===== src/adc_serial_ctrl_map.vh =====
// Constants for the serial control logic of the 16-bit converter.
// Included by the design files; holds definitions only.
`ifndef ADC_SERIAL_CTRL_MAP_VH
`define ADC_SERIAL_CTRL_MAP_VH
// Control byte field positions.
`define CB_RANGE_BIT 6
`define CB_CLKSEL_BIT 5
`define CB_MODE_HI_BIT 4
`define CB_MODE_LO_BIT 3
`define CB_USER_MSB 2
// Mode codes.
`define MODE_SHORT 2'h0
`define MODE_CAL 2'h1
`define MODE_PDOWN 2'h2
`define MODE_LONG 2'h3
// Serial clock counts.
`define CB_BITS 4'h8
`define FALL_STRB_SHORT 6'h07
`define FALL_STRB_LONG 6'h0F
`define CONV_BITS 5'h10
// Internal conversion clock: divider terminal count; one step every this value plus one core cycles.
`define INT_STEP_DIV 4'h9
`define INT_ACQ_STEPS 6'h08
`define CAL_STEPS 6'h20
`define RESULT_W 16
`endif


===== src/adc_serial_control_interface.v =====
// Serial control logic of a 16-bit successive-approximation converter.
// Assumes a host drives the select, serial clock and data pins asynchronously to i_core_clk, and
// that the analog side returns one comparator decision per step on i_cmp_decision.
// Notes on behaviour
// RQ1: Sample serial input on rising clock, select low.
// RQ2: First one bit starts eight-bit control byte.
// RQ3: Zero bits before start are ignored.
// RQ4: Select toggle re-arms start bit detection. A toggle during a control byte is ignored and the byte goes on.
// RQ5: New start bit aborts running conversion.
// RQ6: Output changes on falling edge, off when deselected.
// RQ7: Interface inactive while select is high.
// RQ8: Shutdown input low enters hardware shutdown.
// RQ9: Reset low halts and restores defaults.
// RQ10: Bit five picks conversion clock source.
// RQ11: Bit six picks range and result coding.
// RQ12: Mode 01 calibrates with selected clock.
// RQ13: Host calibrates with conversion clock source.
// RQ14: Bits 0-2 drive user outputs together.
// RQ15: User outputs zero at reset.
// RQ16: User outputs hold during power-down.
// RQ17: Serial clock shifts; external mode also converts.
// RQ18: Short mode strobe after seventh fall.
// RQ19: Long mode strobe after fifteenth fall.
// RQ20: External strobe off when deselected, else low.
// RQ21: External mode ignores clock while deselected.
// RQ22: Internal clock: strobe low converting, high done.
// RQ23: Clock select one internal, zero external.
// RQ24: Mode bits select acquisition, calibrate, power-down.
// RQ25: Range bit one unipolar, zero bipolar.
// RQ26: Result MSB first, binary or two's complement.
`timescale 1ns/1ps
`include "adc_serial_ctrl_map.vh"
module adc_serial_control_interface (
    // Clock and reset.
    input wire i_core_clk,
    input wire i_arst_n,
    // Serial pins from the host.
    input wire i_cs_n,
    input wire i_sclk,
    input wire i_din,
    // Control pins.
    input wire i_hw_powerdown_n,
    input wire i_rst_n,
    // Comparator decision from the analog core for the current bit trial.
    input wire i_cmp_decision,
    // Serial data output as two signals, value and enable.
    output reg o_dout,
    output reg o_dout_oe,
    // Strobe output as two signals, value and enable.
    output reg o_conv_strobe_out,
    output reg o_conv_strobe_out_oe,
    // User outputs.
    output reg o_user_out_bit0,
    output reg o_user_out_bit1,
    output reg o_user_out_bit2,
    // Status towards the analog side.
    output reg o_range_select,
    output reg o_conv_clock_select,
    output reg o_powered_down,
    output reg o_calibrating,
    output reg o_sample_track
);
    localparam ST_IDLE = 3'h0;
    localparam ST_CMD = 3'h1;
    localparam ST_EXT = 3'h2;
    localparam ST_INT_ACQ = 3'h3;
    localparam ST_INT_CONV = 3'h4;
    localparam ST_CAL = 3'h5;

    wire cs_n_s;
    wire sclk_s;
    wire din_s;
    wire pd_n_s;
    wire rst_n_s;
    reg sclk_q;
    reg cs_n_q;
    reg [2:0] state_q;
    reg [6:0] shift_q;
    reg [3:0] bitcnt_q;
    reg [5:0] fall_q;
    reg [4:0] conv_q;
    reg [`RESULT_W-1:0] sar_q;
    reg [`RESULT_W-1:0] result_q;
    reg [3:0] div_q;
    reg [5:0] step_q;
    reg [4:0] out_idx_q;
    reg [1:0] mode_q;
    reg sw_pd_q;
    reg int_done_q;

    // Every pin from the host crosses two flip-flops first.
    sync2 #(.RESET_VAL(1'b1)) u_cs (.i_core_clk(i_core_clk), .i_arst_n(i_arst_n), .i_async(i_cs_n), .o_sync(cs_n_s));
    sync2 #(.RESET_VAL(1'b0)) u_sclk (.i_core_clk(i_core_clk), .i_arst_n(i_arst_n), .i_async(i_sclk), .o_sync(sclk_s));
    sync2 #(.RESET_VAL(1'b0)) u_din (.i_core_clk(i_core_clk), .i_arst_n(i_arst_n), .i_async(i_din), .o_sync(din_s));
    sync2 #(.RESET_VAL(1'b1)) u_pd (.i_core_clk(i_core_clk), .i_arst_n(i_arst_n), .i_async(i_hw_powerdown_n),
        .o_sync(pd_n_s));
    sync2 #(.RESET_VAL(1'b0)) u_rst (.i_core_clk(i_core_clk), .i_arst_n(i_arst_n), .i_async(i_rst_n), .o_sync(rst_n_s));

    // Edge detection; a deselected interface sees no edges at all.
    wire active = !cs_n_s; // RQ7
    wire rise = active && sclk_s && !sclk_q; // RQ1 RQ21
    wire fall = active && !sclk_s && sclk_q; // RQ6 RQ21
    wire cs_fall = cs_n_q && !cs_n_s;
    wire hw_pd = !pd_n_s; // RQ8
    wire ext_mode = !o_conv_clock_select; // RQ23
    // A one on the data pin outside a byte is a start bit; zeros do nothing.
    wire start_seen = rise && din_s && (state_q != ST_CMD); // RQ2 RQ3 RQ5
    wire [7:0] cbyte = {shift_q, din_s};
    wire [5:0] strb_fall = (mode_q == `MODE_LONG) ? `FALL_STRB_LONG : `FALL_STRB_SHORT; // RQ18 RQ19
    wire int_tick = (div_q == `INT_STEP_DIV);

    // Main sequencer. Reset pin low restores every power-on setting.
    always @(posedge i_core_clk or negedge i_arst_n) begin
        if (!i_arst_n) begin
            state_q <= ST_IDLE;
            sclk_q <= 1'b0;
            cs_n_q <= 1'b1;
            shift_q <= 7'h00;
            bitcnt_q <= 4'h0;
            fall_q <= 6'h00;
            conv_q <= 5'h00;
            sar_q <= {`RESULT_W{1'b0}};
            result_q <= {`RESULT_W{1'b0}};
            div_q <= 4'h0;
            step_q <= 6'h00;
            out_idx_q <= 5'h00;
            mode_q <= `MODE_SHORT;
            sw_pd_q <= 1'b0;
            int_done_q <= 1'b0;
            o_user_out_bit0 <= 1'b0;
            o_user_out_bit1 <= 1'b0;
            o_user_out_bit2 <= 1'b0;
            o_range_select <= 1'b0;
            o_conv_clock_select <= 1'b0;
        end else if (!rst_n_s) begin
            // Halt and return to defaults; user pins go to zero.
            state_q <= ST_IDLE; // RQ9
            sclk_q <= sclk_s;
            cs_n_q <= cs_n_s;
            shift_q <= 7'h00;
            bitcnt_q <= 4'h0;
            fall_q <= 6'h00;
            conv_q <= 5'h00;
            div_q <= 4'h0;
            step_q <= 6'h00;
            out_idx_q <= 5'h00;
            mode_q <= `MODE_SHORT;
            sw_pd_q <= 1'b0;
            int_done_q <= 1'b0;
            o_user_out_bit0 <= 1'b0; // RQ15
            o_user_out_bit1 <= 1'b0; // RQ15
            o_user_out_bit2 <= 1'b0; // RQ15
            o_range_select <= 1'b0;
            o_conv_clock_select <= 1'b0;
        end else begin
            sclk_q <= sclk_s;
            cs_n_q <= cs_n_s;
            div_q <= int_tick ? 4'h0 : div_q + 4'h1;
            if (rise) begin
                shift_q <= {shift_q[5:0], din_s}; // RQ1
            end
            // Shutdown abandons any conversion and returns to idle; user pins keep their value.
            if (hw_pd) begin
                state_q <= ST_IDLE; // RQ8 RQ16
            end else if (cs_fall && state_q != ST_CMD) begin
                // Re-arm start detection; an internal conversion keeps running.
                if (state_q == ST_EXT) begin
                    state_q <= ST_EXT; // RQ4
                end
            end else if (start_seen) begin
                // A fresh start bit abandons whatever was running.
                state_q <= ST_CMD; // RQ2 RQ5
                bitcnt_q <= 4'h1;
                fall_q <= 6'h00;
                int_done_q <= 1'b0;
            end else begin
                case (state_q)
                    ST_IDLE: begin
                        state_q <= ST_IDLE; // RQ3
                    end
                    ST_CMD: begin
                        if (rise) begin
                            bitcnt_q <= bitcnt_q + 4'h1;
                            if (bitcnt_q == `CB_BITS - 4'h1) begin
                                // All three user pins update on the same edge.
                                o_user_out_bit0 <= din_s; // RQ14
                                o_user_out_bit1 <= shift_q[0]; // RQ14
                                o_user_out_bit2 <= shift_q[`CB_USER_MSB-1]; // RQ14
                                o_range_select <= cbyte[`CB_RANGE_BIT]; // RQ11 RQ25
                                o_conv_clock_select <= cbyte[`CB_CLKSEL_BIT]; // RQ10 RQ23
                                mode_q <= {cbyte[`CB_MODE_HI_BIT], cbyte[`CB_MODE_LO_BIT]}; // RQ24
                                sw_pd_q <= 1'b0;
                                step_q <= 6'h00;
                                conv_q <= 5'h00;
                                sar_q <= {`RESULT_W{1'b0}};
                                case ({cbyte[`CB_MODE_HI_BIT], cbyte[`CB_MODE_LO_BIT]})
                                    `MODE_PDOWN: begin
                                        sw_pd_q <= 1'b1; // RQ24
                                        state_q <= ST_IDLE;
                                    end
                                    `MODE_CAL: state_q <= ST_CAL; // RQ12
                                    default: state_q <= cbyte[`CB_CLKSEL_BIT] ? ST_INT_ACQ : ST_EXT; // RQ10
                                endcase
                            end
                        end
                        if (fall) begin
                            fall_q <= fall_q + 6'h01;
                        end
                    end
                    ST_EXT: begin
                        // Each serial fall after acquisition is one bit trial.
                        if (fall) begin
                            fall_q <= fall_q + 6'h01; // RQ17
                            if (fall_q >= strb_fall) begin
                                sar_q[`RESULT_W-1-conv_q[3:0]] <= i_cmp_decision;
                                conv_q <= conv_q + 5'h01;
                                out_idx_q <= conv_q;
                                if (conv_q == `CONV_BITS - 5'h01) begin
                                    result_q <= {sar_q[`RESULT_W-1:1], i_cmp_decision};
                                    state_q <= ST_IDLE; // RQ2
                                end
                            end
                        end
                    end
                    ST_INT_ACQ: begin
                        if (int_tick) begin
                            step_q <= step_q + 6'h01;
                            if (step_q == `INT_ACQ_STEPS - 6'h01) begin
                                step_q <= 6'h00;
                                state_q <= ST_INT_CONV;
                            end
                        end
                    end
                    ST_INT_CONV: begin
                        // Own conversion clock, one bit trial per tick.
                        if (int_tick) begin
                            sar_q[`RESULT_W-1-conv_q[3:0]] <= i_cmp_decision; // RQ22
                            conv_q <= conv_q + 5'h01;
                            if (conv_q == `CONV_BITS - 5'h01) begin
                                result_q <= {sar_q[`RESULT_W-1:1], i_cmp_decision};
                                int_done_q <= 1'b1;
                                // Readback presents the MSB on the first serial fall.
                                out_idx_q <= 5'h00;
                                state_q <= ST_IDLE;
                            end
                        end
                    end
                    ST_CAL: begin
                        // Calibration paced by whichever clock the byte chose.
                        if ((o_conv_clock_select && int_tick) || (ext_mode && fall)) begin
                            step_q <= step_q + 6'h01; // RQ12
                            if (step_q == `CAL_STEPS - 6'h01) begin
                                state_q <= ST_IDLE;
                            end
                        end
                    end
                    default: state_q <= ST_IDLE;
                endcase
            end
            // Readback of a finished internal result, one bit per serial fall.
            if (fall && int_done_q && state_q == ST_IDLE) begin
                out_idx_q <= out_idx_q + 5'h01;
            end
        end
    end

    // Bit being presented on the data output; MSB first.
    // During an external conversion the trial index marks the MSB for the bipolar inversion.
    wire [3:0] bit_sel = (state_q == ST_EXT) ? conv_q[3:0] : out_idx_q[3:0];
    wire ext_bit = (state_q == ST_EXT) ? i_cmp_decision : result_q[`RESULT_W-1-bit_sel];
    // Bipolar results are two's complement: the converter's offset-binary MSB is inverted.
    wire dout_bit = (bit_sel == 4'h0 && !o_range_select) ? !ext_bit : ext_bit; // RQ26 RQ11
    // The pulse starts on the seventh or fifteenth fall; in short mode that fall comes before the
    // byte is complete, so the clock and mode bits are read from the partial shift register.
    wire cmd_ext_short = (state_q == ST_CMD) && (bitcnt_q == `CB_BITS - 4'h1) && !shift_q[`CB_CLKSEL_BIT-1]
        && ({shift_q[`CB_MODE_HI_BIT-1], shift_q[`CB_MODE_LO_BIT-1]} == `MODE_SHORT); // RQ18
    wire strobe_hit = fall && (cmd_ext_short || ((state_q == ST_EXT) && (fall_q == strb_fall - 6'h01))); // RQ19

    // Pin drivers, all registered; while selected, data and external strobe change only on a serial fall.
    always @(posedge i_core_clk or negedge i_arst_n) begin
        if (!i_arst_n) begin
            o_dout <= 1'b0;
            o_dout_oe <= 1'b0;
            o_conv_strobe_out <= 1'b0;
            o_conv_strobe_out_oe <= 1'b0;
            o_powered_down <= 1'b0;
            o_calibrating <= 1'b0;
            o_sample_track <= 1'b0;
        end else begin
            o_dout_oe <= active; // RQ6
            if (!active) begin
                o_dout <= 1'b0;
            end else if (fall) begin
                o_dout <= dout_bit; // RQ6 RQ26
            end
            if (ext_mode) begin
                // Strobe idles low and is released when deselected.
                o_conv_strobe_out_oe <= active; // RQ20
                if (strobe_hit) begin
                    o_conv_strobe_out <= 1'b1; // RQ18 RQ19
                end else if (fall) begin
                    o_conv_strobe_out <= 1'b0; // RQ20
                end
            end else begin
                o_conv_strobe_out_oe <= 1'b1;
                o_conv_strobe_out <= !(state_q == ST_INT_ACQ || state_q == ST_INT_CONV); // RQ22
            end
            o_powered_down <= hw_pd || sw_pd_q; // RQ8 RQ16
            o_calibrating <= (state_q == ST_CAL);
            o_sample_track <= (state_q == ST_INT_ACQ) || (state_q == ST_EXT && fall_q <= strb_fall);
        end
    end
endmodule // adc_serial_control_interface


===== src/sync2.v =====
// Two-flip-flop synchroniser for one level from outside the core clock domain.
// Assumes the core clock and an active-low asynchronous reset.
`timescale 1ns/1ps
module sync2 #(
    parameter RESET_VAL = 1'b0
) (
    // Clock and reset.
    input wire i_core_clk,
    input wire i_arst_n,
    // Level in and synchronised level out.
    input wire i_async,
    output reg o_sync
);
    reg meta_q;

    // The first stage feeds only the second stage.
    always @(posedge i_core_clk or negedge i_arst_n) begin
        if (!i_arst_n) begin
            meta_q <= RESET_VAL;
            o_sync <= RESET_VAL;
        end else begin
            meta_q <= i_async;
            o_sync <= meta_q;
        end
    end
endmodule // sync2

===== config.mk =====
export PLATFORM = sky130hd
export DESIGN_NAME = adc_serial_control_interface
export DESIGN_NICKNAME = d
export VERILOG_FILES = /design/src/adc_serial_control_interface.v /design/src/sync2.v
export VERILOG_INCLUDE_DIRS = /design/src
export SDC_FILE = /design/constraint.sdc
export NUM_CORES = 1
export LEC_CHECK = 0
export BUFFER_PORTS_ARGS = -buffer_cell sky130_fd_sc_hd__buf_2
export CAP_MARGIN = 10
export CORE_ASPECT_RATIO = 0.6
export CORE_MARGIN = 2
export CORE_UTILIZATION = 55
export DETAILED_ROUTE_END_ITERATION = 6
export GPL_TIMING_DRIVEN = 0
export HOLD_SLACK_MARGIN = 0.02
export PLACE_DENSITY = 0.76
export SYNTH_ARGS = -nofsm -noshare
export SYNTH_HDL_FRONTEND = slang
export SYNTH_SLANG_ARGS = --single-unit

===== constraint.sdc =====
create_clock -name i_core_clk -period 6.3 [get_ports i_core_clk]
set_input_delay 0.945 -clock i_core_clk [delete_from_list [all_inputs] [get_ports i_core_clk]]
set_output_delay 0.945 -clock i_core_clk [all_outputs]
set_load 0.03 [all_outputs]

# After elaboration in Yosys (flattened, before gate mapping)
# Cells that the tools add are included.
[classes] n_div=0 mux=147 n_bitwise=2 n_addsub=9 n_eq_ne=60 n_reduce_logical=52 magnitude_cmp=5 shifts=0 multipliers=0
[op_table] cell="$mux W16" n=9
[op_table] cell="$mux W6" n=17
[op_table] cell="$mux W5" n=18
[op_table] cell="$lt A32 B5 Y1 const B" n=2
[op_table] cell="$mux W1" n=61
[op_table] cell="$ne A6 B6 Y1 const B" n=9
[op_table] cell="$ne A3 B3 Y1 const B" n=17
[op_table] cell="$pmux W16 S3" n=1
[op_table] cell="$mux W3" n=15
[op_table] cell="$mux W4" n=10
[op_table] cell="$ge A32 B1 Y1 const B" n=1
[op_table] cell="$ne A4 B4 Y1 const B" n=8
[op_table] cell="$pmux W16 S2" n=1
[op_table] cell="$reduce_and A8 Y1" n=3
[op_table] cell="$logic_and A1 B1 Y1" n=20
[op_table] cell="$ne A2 B2 Y1 const B" n=10
[op_table] cell="$reduce_and A10 Y1" n=2
[op_table] cell="$pmux W6 S3" n=1
[op_table] cell="$bwmux W16" n=1
[op_table] cell="$pmux W3 S5" n=1
[op_table] cell="$pmux W5 S3" n=1
[op_table] cell="$mux W2" n=7
[op_table] cell="$add A6 B1 Y6 const B" n=2
[op_table] cell="$add A5 B1 Y5 const B" n=2
[op_table] cell="other kinds (35)" n=56
[totals] register_bits=99 ramBits=0 memories=0 inputBits=8 output_inout_bits=12 romBits=0 word_cells=312 latch_bits=0

# Logic depth before layout (Yosys ltp)
# Gate-level depths: netlist of run 1.
[logic_depth] depth_word=11 ltp_mapped=9 ltp_nobuf=8

# Modules after synthesis
# Synthesis of run 1 repeated with hierarchy kept, for this count alone.
[unflattened] cells_unflattened=522 hier_area_um2=5108.6
[modules_own_cells] mod="adc_serial_control_interface" area_each_um2=4853.4 cells_per_inst=512 n_inst=1 seq_area_each_um2=2178.3
[modules_own_cells] mod="sync2 at u_din ..." area_each_um2=50.0 cells_per_inst=2 n_inst=3 seq_area_each_um2=50.0
[modules_own_cells] mod="sync2 at u_cs ..." area_each_um2=52.6 cells_per_inst=2 n_inst=2 seq_area_each_um2=52.6

# Worst setup path after synthesis of run 1
# No wires, ideal clock.
[synth_timing] path_kind="flip-flop to flip-flop" start="reg state_q[0]" end="reg o_dout" required_time_ps=6180 period_less_slack_ps=2396 setup_ps=120 path_stages_with_launch=9 arrival_time_ps=2276 n_path_buf=2 slack_ps=3904 path_cell_list="dfrtp_1 > buf_6 > nor3b_4 > buf_4 > mux2i_1 > mux2_2 > o21a_1 > or4_1 > a31o_2"
[synth_via] elab_chain_cells=10 word_cells_on_any_way=12 classes_between="add/sub (1); eq/ne (1); mux (7); reduce/logical (3)"
[synth_lines] element="from (decl)" line="adc_serial_control_interface.v:77" source="reg [2:0] state_q;"
[synth_lines] element="from (signal assigned)" line="adc_serial_control_interface.v:202" source="default: state_q <= cbyte[`CB_CLKSEL_BIT] ? ST_INT_ACQ : ST_EXT;"
[synth_lines] element="$eq A3 B2 Y1 (*)" line="adc_serial_control_interface.v:269, adc_serial_control_interface.v:270"
[synth_lines] element="$mux W4" line="adc_serial_control_interface.v:269" source="wire [3:0] bit_sel = (state_q == ST_EXT) ? conv_q[3:0] : out_idx_q[3:0];"
[synth_lines] element="$sub A4 B4 Y5 (no line)"
[synth_lines] element="$bmux W1 S4" line="adc_serial_control_interface.v:270" source="wire ext_bit = (state_q == ST_EXT) ? i_cmp_decision : result_q[`RESULT_W-1-bit_sel];"
[synth_lines] element="$mux W1 (2 in a row)" line="adc_serial_control_interface.v:270"
[synth_lines] element="$logic_not A1 Y1" line="adc_serial_control_interface.v:272" source="wire dout_bit = (bit_sel == 4'h0 && !o_range_select) ? !ext_bit : ext_bit;"
[synth_lines] element="$mux W1 (*)" line="adc_serial_control_interface.v:272"
[synth_lines] element="$mux W1 (*)" line="adc_serial_control_interface.v:293" source="end else if (fall) begin"
[synth_lines] element="$mux W1 (*)" line="adc_serial_control_interface.v:291" source="if (!active) begin"
[synth_lines] element="to (signal assigned)" line="adc_serial_control_interface.v:294" source="o_dout <= dout_bit;"
[synth_lines] element="to (decl)" line="adc_serial_control_interface.v:47" source="output reg o_dout,"
# Every way passes the cells marked *; elsewhere a longest branch is shown, timed or not. The select of a mux whose other input is x is not followed.
# A chain may end at the register's enable or synchronous reset.

# Worst setup path after layout of run 1
[layout_timing] start="reg state_q[1]" end="reg result_q[15]"
[layout_via] elab_chain_cells=4 word_cells_on_any_way=13 classes_between="eq/ne (6); mux (1); bitwise (2); reduce/logical (4)"
[layout_lines] element="branches (longest 4 deep; another with $reduce_and A8 Y1)"
[layout_lines] element="to (signal assigned)" line="adc_serial_control_interface.v:123" source="result_q <= {`RESULT_W{1'b0}};"
[layout_lines] element="to (signal assigned)" line="adc_serial_control_interface.v:219" source="result_q <= {sar_q[`RESULT_W-1:1], i_cmp_decision};"
[layout_lines] element="to (signal assigned)" line="adc_serial_control_interface.v:240" source="result_q <= {sar_q[`RESULT_W-1:1], i_cmp_decision};"
[layout_lines] element="to (decl)" line="adc_serial_control_interface.v:83" source="reg [`RESULT_W-1:0] result_q;"
# Several ways; the timed one is not identified.

==> results of run 1 <==
==> logic make-up (layout without fill, tap and decap cells) <==
| kind of cell | count (synthesis) | in the layout | share of synthesized area (%) |
|---|---|---|---|
| buf+inv | 40 | 76 | 3.99 |
| compound gates | 125 | 125 | 15.9 |
| flops | 97 | 97 | 48.2 |
| xor+xnor | 7 | 7 | 1.22 |
| fa+ha+maj | 16 | 16 | 3.97 |
| simple gates | 160 | 160 | 18.0 |
| mux | 40 | 40 | 8.68 |
==> cells in the mapped netlist, types with 3 or more instances <==
cell type / count
o31ai_1: 4
inv_1: 20
and2_1: 3
mux2i_1: 19
and3_1: 5
nor2_1: 26
nand2b_1: 5
a31o_2: 3
clkbuf_1: 9
a21oi_1: 27
a21o_1: 6
nor3_1: 8
buf_6: 4
ha_1: 16
nor3b_1: 6
nand3b_1: 3
xor2_1: 5
nand2_1: 34
dfrtp_1: 92
o21a_1: 3
nor2b_1: 17
o21ai_0: 50
dfstp_2: 5
nand3_1: 17
nand4_1: 9
a31oi_1: 6
or4_1: 3
mux2_2: 20
==> power groups by stage <==
stage	logic (mW)	registers [mW]	clock network, mW
floorplan	0.0564	0.681	0
global placement	0.0917	0.683	0
detailed placement	0.0972	0.684	0
CTS	0.0975	0.672	0.532
global route	0.111	0.676	0.559
finish	0.0981	0.673	0.524
==> metal layers <==
metal | vias to the layer above | part of all wire [%] | wire [microns]
met1 | 1976 | 47 | 5680
met2 | 186 | 42 | 5060
met5 | - | 0 | 0
met3 | 21 | 10 | 1210
li1 | 1819 | - | -
met4 | 0 | 1.4 | 166
==> cell type report <==
cell class              instances  area (sq um)
plain buffers                  20           126
clock buffers                   9           225
clock inverters                 7          60.1
fillers                       734          3450
inverters                      20          75.1
multi-input cells             348          2410
flip-flops and latches         97          2430
well taps                     116           145
repair buffers                 20           125
==> flip-flops by register name, summed over array words and instances, names as in the netlist, 5 cells and up <==
name / flops
shift_q: 6
conv_q: 5
sar_q: 15
fall_q: 6
result_q: 16
step_q: 6
==> final timing paths <==
kind | startpoint | endpoint | cells after the start
max in group asynchronous | i_arst_n | u_pd.o_sync | 2
hold / removal | u_din.meta_q | u_din.o_sync | 0
setup reg to reg | state_q[1] | result_q[15] | 6
min in group asynchronous | i_arst_n | shift_q[1] | 1
hold reg to reg | u_din.meta_q | u_din.o_sync | 0
setup / recovery | state_q[1] | result_q[15] | 6
==> per-stage QoR <==
| step | power (mW) | hold slack [ns] | cells | setup WS, ns |
|---|---|---|---|---|
| floorplan | 0.737 | 0.331 | 485 | 3.90 |
| global placement | 0.774 | 0.333 | 620 | 3.40 |
| detailed placement | 0.781 | 0.335 | 621 | 3.54 |
| CTS | 1.30 | 0.351 | 637 | 3.52 |
| global route | 1.35 | 0.360 | 637 | 3.38 |
| finish | 1.29 | 0.350 | 637 | 3.47 |
==> critical path, cell delays in order (launching register included) <==
cell	delay, ns
dfrtp_1	0.44
buf_6	0.18
nor3b_2	0.48
o21bai_1	0.31
nor3_2	0.64
buf_4	0.31
mux2_2	0.35
==> out/metrics.csv, run 1 <==
stage,metric,value,unit
pwr,pwr dens,231,nW/um^2
clock_tree,CTS tree,yes,
global_routing,vias in the first global route,3900,
clock_tree,Clock Tree Root,clkbuf_16,
final_layout,final core occ,61.9,%
die,row count,27,
pwr,Net Switching,0.332,mW
die,Die Ht,78.2,microns
final_layout,Nets,540,
final_layout,"most common cell after layout, fill and taps aside",dfrtp_1,
placed_design,dpl hpwl,8860,microns
synth,Yosys top cell by area,dfrtp_1,
global_routing,GRT Total Usage,26.6,%
die,IO Pins,20,
setup_path,maximum fanout along the worst path,10,
timing,Rel. slew slack,42.9,%
outcome,status,"finished, final reports clean",
clock_tree,clock transition at the registers of the reported paths,0.07,ns
routing,post-route ant nets,0,
global_routing,GRT overflow,0,
clock_tree,Sink Count,97,
pwr,Internal,0.962,mW
global_routing,met3 Resource Use GR,6.68,%
timing,Least-Margin Pin Slew,0.847,ns
timing,final count of pins violating max slew,0,
setup_path,"Req. time, crit path",6.53,ns
die,core outline area,9050,sq um
timing,final period utilization,44.9,%
pwr,Leakage,2.48,nW
final_layout,share of cells above drive strength 1,17.7,%
global_routing,grt met2 use,37.5,%
global_routing,largest net degree at the start of global routing,54,
routing,vias per inst,6.28,
die,Die Footprint,9980,sq um
synth,number of enable flip-flop cells after synthesis,0,
pwr,maximum VDD drop,0.000129,V
timing,minimum clock period after layout,2.83,ns
routing,DRC violation total after the first TritonRoute iteration,467,
routing,Via Count,4002,
synth,Main synth FF type,dfrtp_1,
final_layout,# diodes,0,
routing,1st-pass router iterations,5,
synth,ys async rst share,100,%
final_layout,Final Cell Area,5600,sq um
clock_tree,post-cts sizing count,0,
synth,syn_area_per_cell,10.4,sq um
routing,drt total wl,12100,microns
synth,YS warnings,0,
pwr,switching part of the total,25.6,%
synth,"top cells by area, synth","dfrtp_1 46%, o21ai_0 5.0%, mux2_2 4.5%",
clock_tree,Post-CTS Repair Setup Buffers,0,
timing,fmax,354,MHz
pwr,register share of total power,52.0,%
placed_design,"Cell Area, Placed",5320,sq um
clock_tree,CTS Hold Bufs,0,
setup_path,CP arrival,3.05,ns
synth,synthesized instance count,485,
setup_path,Setup crit start kind,register,
timing,setup TNS,0,ns
timing,RSZ-0062 raised after global routing,no,
placed_design,I/O Buffers,19,
setup_path,FF-to-FF setup slack,3.47,ns
synth,Mapped Nets,509,
timing,final setup fails,0,
timing,Final Hold Viols,0,
setup_path,Critical Path End Type,register,
setup_path,worst setup path class,register to register,
timing,Final Skew,0.00824,ns
synth,synthesis-stage register bit count,97,
final_layout,Area Growth Syn to Fin,11.0,%
clock_tree,buffer depth of the longest clock path,2,
die,Die W,128,microns
final_layout,"commonest cells after routing, fill and taps aside","92 x dfrtp_1, 50 x o21ai_0, 34 x nand2_1, 27 x a21oi_1, 26 x nor2_1",
synth,share of the synthesized area in the top cell type,45.6,%
clock_tree,H-tree depth reported by CTS,3,
worst_hold_path,hold crit path type,register to register,
placed_design,Placer Congestion,0.922,
routing,drc violations,0,
routing,routed len/inst,19.0,microns
pwr,Clk pwr share,40.5,%
global_routing,GR Layer Usage met1,40.7,%
clock_tree,cts bufs inserted,9,
synth,synth unique cells,77,
die,initial core utilization,55.7,%
clock_tree,clk_lat worst skew,0.35,ns
global_routing,layer carrying the most global-route usage,met1,
synth,synthesized area,5040,sq um
pwr,Gate power share,7.6,%
global_routing,global-route wire length before repair,20300,microns
flow_run,max cap viols,0,
synth,sequential area share after synthesis,48.2,%
global_routing,initial antenna violation count,0,
Power figures use the tool's default switching activity.
==> inputs of run 2 (changes only) <==
ABC_AREA = 1   (was default)
clock period = 2.9 ns   (was 6.3 ns; I/O delays follow)
==> run 2 against run 1 <==
Against the previous run:
- via count increased by 7.6%
- power up 130%
- global-route usage is 0.73 points lower
- final area grew 2.8%
- die area grew 2.6%
- synthesized cell count up 24%
- clock skew is 0.00091 ns higher
- non-clock buffer count decreased by 11
- final cell count up 21%
- count of clock-buffer cells in the layout grew 1
- sequential share of layout area shrank 1.2 points
- clock power grew 130%
- largest power group unchanged
==> out/metrics.csv, run 2 <==
stage,metric,value,unit,change
clock_tree,Sink Count,97,,unchanged
final_layout,max FFs per register,16,,unchanged
synth,share of the synthesized area in the top cell type,44.4,%,-1.2 points
synth,number of enable flip-flop cells after synthesis,0,,unchanged
pwr,maximum VDD drop,0.000385,V,+200%
clock_tree,H-tree depth reported by CTS,3,,unchanged
synth,synthesized area,5180,sq um,+2.7%
setup_path,worst setup path class,register to register,,
pwr,Clk pwr share,40.0,%,-0.5 points
routing,drc violations,0,,unchanged
clock_tree,buffer depth of the longest clock path,2,,unchanged
routing,routed len/inst,16.0,microns,-16%
die,initial core utilization,56.6,%,+0.87 points
timing,RSZ-0062 raised after global routing,no,,
routing,drt total wl,12300,microns,+1.0%
pwr,Gate power share,9.9,%,+2.3 points
final_layout,Area Growth Syn to Fin,11.1,%,
clock_tree,CTS Hold Bufs,0,,unchanged
placed_design,"Cell Area, Placed",5460,sq um,+2.8%
clock_tree,clock transition at the registers of the reported paths,0.07,ns,about the same
placed_design,I/O Buffers,18,,-1
routing,1st-pass router iterations,5,,unchanged
routing,Via Count,4307,,+7.6%
die,Die Footprint,10200,sq um,+2.6%
pwr,register share of total power,50.2,%,-1.8 points
synth,Mapped Nets,627,,+23%
die,row count,27,,unchanged
timing,fmax,409,MHz,+16%
synth,top-count cell post-synth,nand2_1,,
setup_path,Setup crit start kind,register,,
final_layout,footprint of the multi-input gates,2380,sq um,-1.1%
final_layout,largest registers,"result_q (16), sar_q (15)",,
routing,post-route ant nets,0,,unchanged
global_routing,GRT Total Usage,25.8,%,-0.73 points
pwr,Net Switching,0.805,mW,+140%
synth,synthesized instance count,603,,+24%
synth,syn_area_per_cell,8.59,sq um,-17%
timing,minimum clock period after layout,2.45,ns,-0.381 ns
setup_path,maximum fanout along the worst path,10,,unchanged
pwr,Leakage,2.67,nW,+8.0%
routing,vias per inst,5.61,,-11%
placed_design,dpl hpwl,9100,microns,+2.8%
synth,YS warnings,0,,unchanged
pwr,Internal,2.15,mW,+120%
global_routing,global-route wire length before repair,20200,microns,-0.61%
synth,Synth top cells by count,"101 x nand2_1, 92 x dfrtp_1, 65 x inv_1",,
routing,DRC violation total after the first TritonRoute iteration,463,,-0.86%
timing,Least-Margin Pin Slew,0.598,ns,-0.249 ns
timing,final setup fails,0,,unchanged
setup_path,Critical Path End Type,register,,
worst_hold_path,hold crit path type,primary input to async pin,,
timing,final period utilization,84.4,%,+39 points
die,Die Ht,79.2,microns,+1.3%
final_layout,# diodes,0,,unchanged
global_routing,GRT overflow,0,,unchanged
flow_run,max cap viols,0,,unchanged
outcome,status,"finished, final reports clean",,
final_layout,Final Cell Area,5760,sq um,+2.8%
die,core outline area,9160,sq um,+1.1%
final_layout,share of cells above drive strength 1,16.8,%,-0.89 points
clock_tree,Post-CTS Repair Setup Buffers,0,,unchanged
pwr,pwr dens,513,nW/um^2,+120%
global_routing,largest net degree at the start of global routing,54,,unchanged
pwr,switching part of the total,27.3,%,+1.6 points
die,Die W,129,microns,+1.3%
placed_design,Placer Congestion,0.953,,+3.4%
synth,sequential area share after synthesis,47.0,%,-1.3 points
timing,Final Skew,0.00916,ns,+0.000915 ns
timing,setup TNS,0,ns,unchanged
clock_tree,post-cts sizing count,0,,unchanged
synth,Yosys top cell by area,dfrtp_1,,
timing,Final Hold Viols,0,,unchanged
final_layout,Nets,657,,+22%
die,IO Pins,20,,unchanged
final_layout,Biggest register,result_q,,
timing,final count of pins violating max slew,0,,unchanged
timing,Rel. slew slack,60.1,%,+17 points
global_routing,vias in the first global route,3973,,+1.9%
clock_tree,cts bufs inserted,9,,unchanged
synth,Main synth FF type,dfrtp_1,,
final_layout,"commonest cells after routing, fill and taps aside","101 x nand2_1, 92 x dfrtp_1, 65 x inv_1, 59 x nor2_1, 50 x o21ai_0",,
setup_path,"Req. time, crit path",3.11,ns,-3.42 ns
global_routing,initial antenna violation count,0,,unchanged
clock_tree,clk_lat worst skew,0.35,ns,about the same
setup_path,CP arrival,2.66,ns,-0.39 ns
synth,"top cells by area, synth","dfrtp_1 44%, nand2_1 7.3%, o21ai_0 4.8%",,
final_layout,"most common cell after layout, fill and taps aside",nand2_1,,
clock_tree,CTS tree,yes,,
synth,synth unique cells,47,,-39%
clock_tree,Clock Tree Root,clkbuf_16,,
synth,ys async rst share,100,%,unchanged
final_layout,Sequential Area,2430,sq um,unchanged
final_layout,fillers,766,,+4.4%
synth,synthesis-stage register bit count,97,,unchanged
-- run 2: cell families after synthesis --
| kind of cell | after synthesis | synth area share, % |
|---|---|---|
| fa+ha+maj | 16 | 3.86 |
| flops | 97 | 47.0 |
| buf+inv | 92 | 7.05 |
| xor+xnor | 4 | 0.676 |
| simple gates | 276 | 26.7 |
| mux | 10 | 2.61 |
| compound gates | 108 | 12.1 |
-- run 2: per-stage QoR --
stage | worst slack [ns] | power [mW] | util, % | hold WS, ns | std cells
finish | 0.453 | 2.95 | 62.9 | 0.0878 | 768
floorplan | 0.961 | 1.69 | - | 0.139 | 603
detailed placement | 0.544 | 1.80 | 59.7 | 0.336 | 752
global route | 0.243 | 3.08 | 62.9 | 0.117 | 768
global placement | 0.445 | 1.78 | 59.4 | 0.334 | 751
CTS | 0.518 | 2.97 | 62.9 | 0.106 | 768
-- run 2: path summary, 6_finish.rpt --
check	from	to	slack [ns]	cells past startpoint
setup / recovery	bitcnt_q[0]	sar_q[14]	0.45	10
min in group i_core_clk	i_hw_powerdown_n	u_pd.meta_q	0.18	1
max in group asynchronous	i_arst_n	cs_n_q	2.12	2
setup reg to reg	bitcnt_q[0]	sar_q[14]	0.45	10
hold reg to reg	u_rst.meta_q	u_rst.o_sync	0.35	0
hold / removal	i_arst_n	o_user_out_bit2	0.09	1
-- run 2: worst max-delay path, stage by stage, from the launching register on --
cell      delay, ns
dfrtp_1        0.39
ha_1           0.19
nand2_1        0.09
nor2_1         0.31
nor2_1         0.10
clkinv_1       0.09
o21ai_2        0.10
nor3_1         0.28
nand3_4        0.21
nor2_1         0.43
nor3b_1        0.11
-- run 2: cell type report --
cell class,count,share of cell area [%]
Buffer,10,1.00
Clock buffer,10,4.15
Clock inverter,6,0.956
Inverter,82,5.35
Multi-Input combinational cell,414,41.4
Sequential cell,97,42.3
Tap cell,130,2.82
Timing Repair Buffer,19,2.09
-- run 2: layer usage --
metal | share of wire [%] | vias up | global-route usage (%)
met3 | 9.4 | 16 | 7.01
met4 | 1.1 | 0 | 6.74
li1 | - | 2081 | -
met5 | 0 | - | 0
met1 | 49 | 2032 | 40.1
met2 | 41 | 178 | 35.3
-- run 2: power by group through the flow --
stage / combinational [mW] / sequential (mW) / clock (mW)
after floorplan: 0.181 / 1.51 / 0
after global placement: 0.274 / 1.50 / 0
after detailed placement: 0.289 / 1.51 / 0
after CTS: 0.292 / 1.48 / 1.19
after global routing: 0.328 / 1.49 / 1.26
final: 0.291 / 1.48 / 1.18
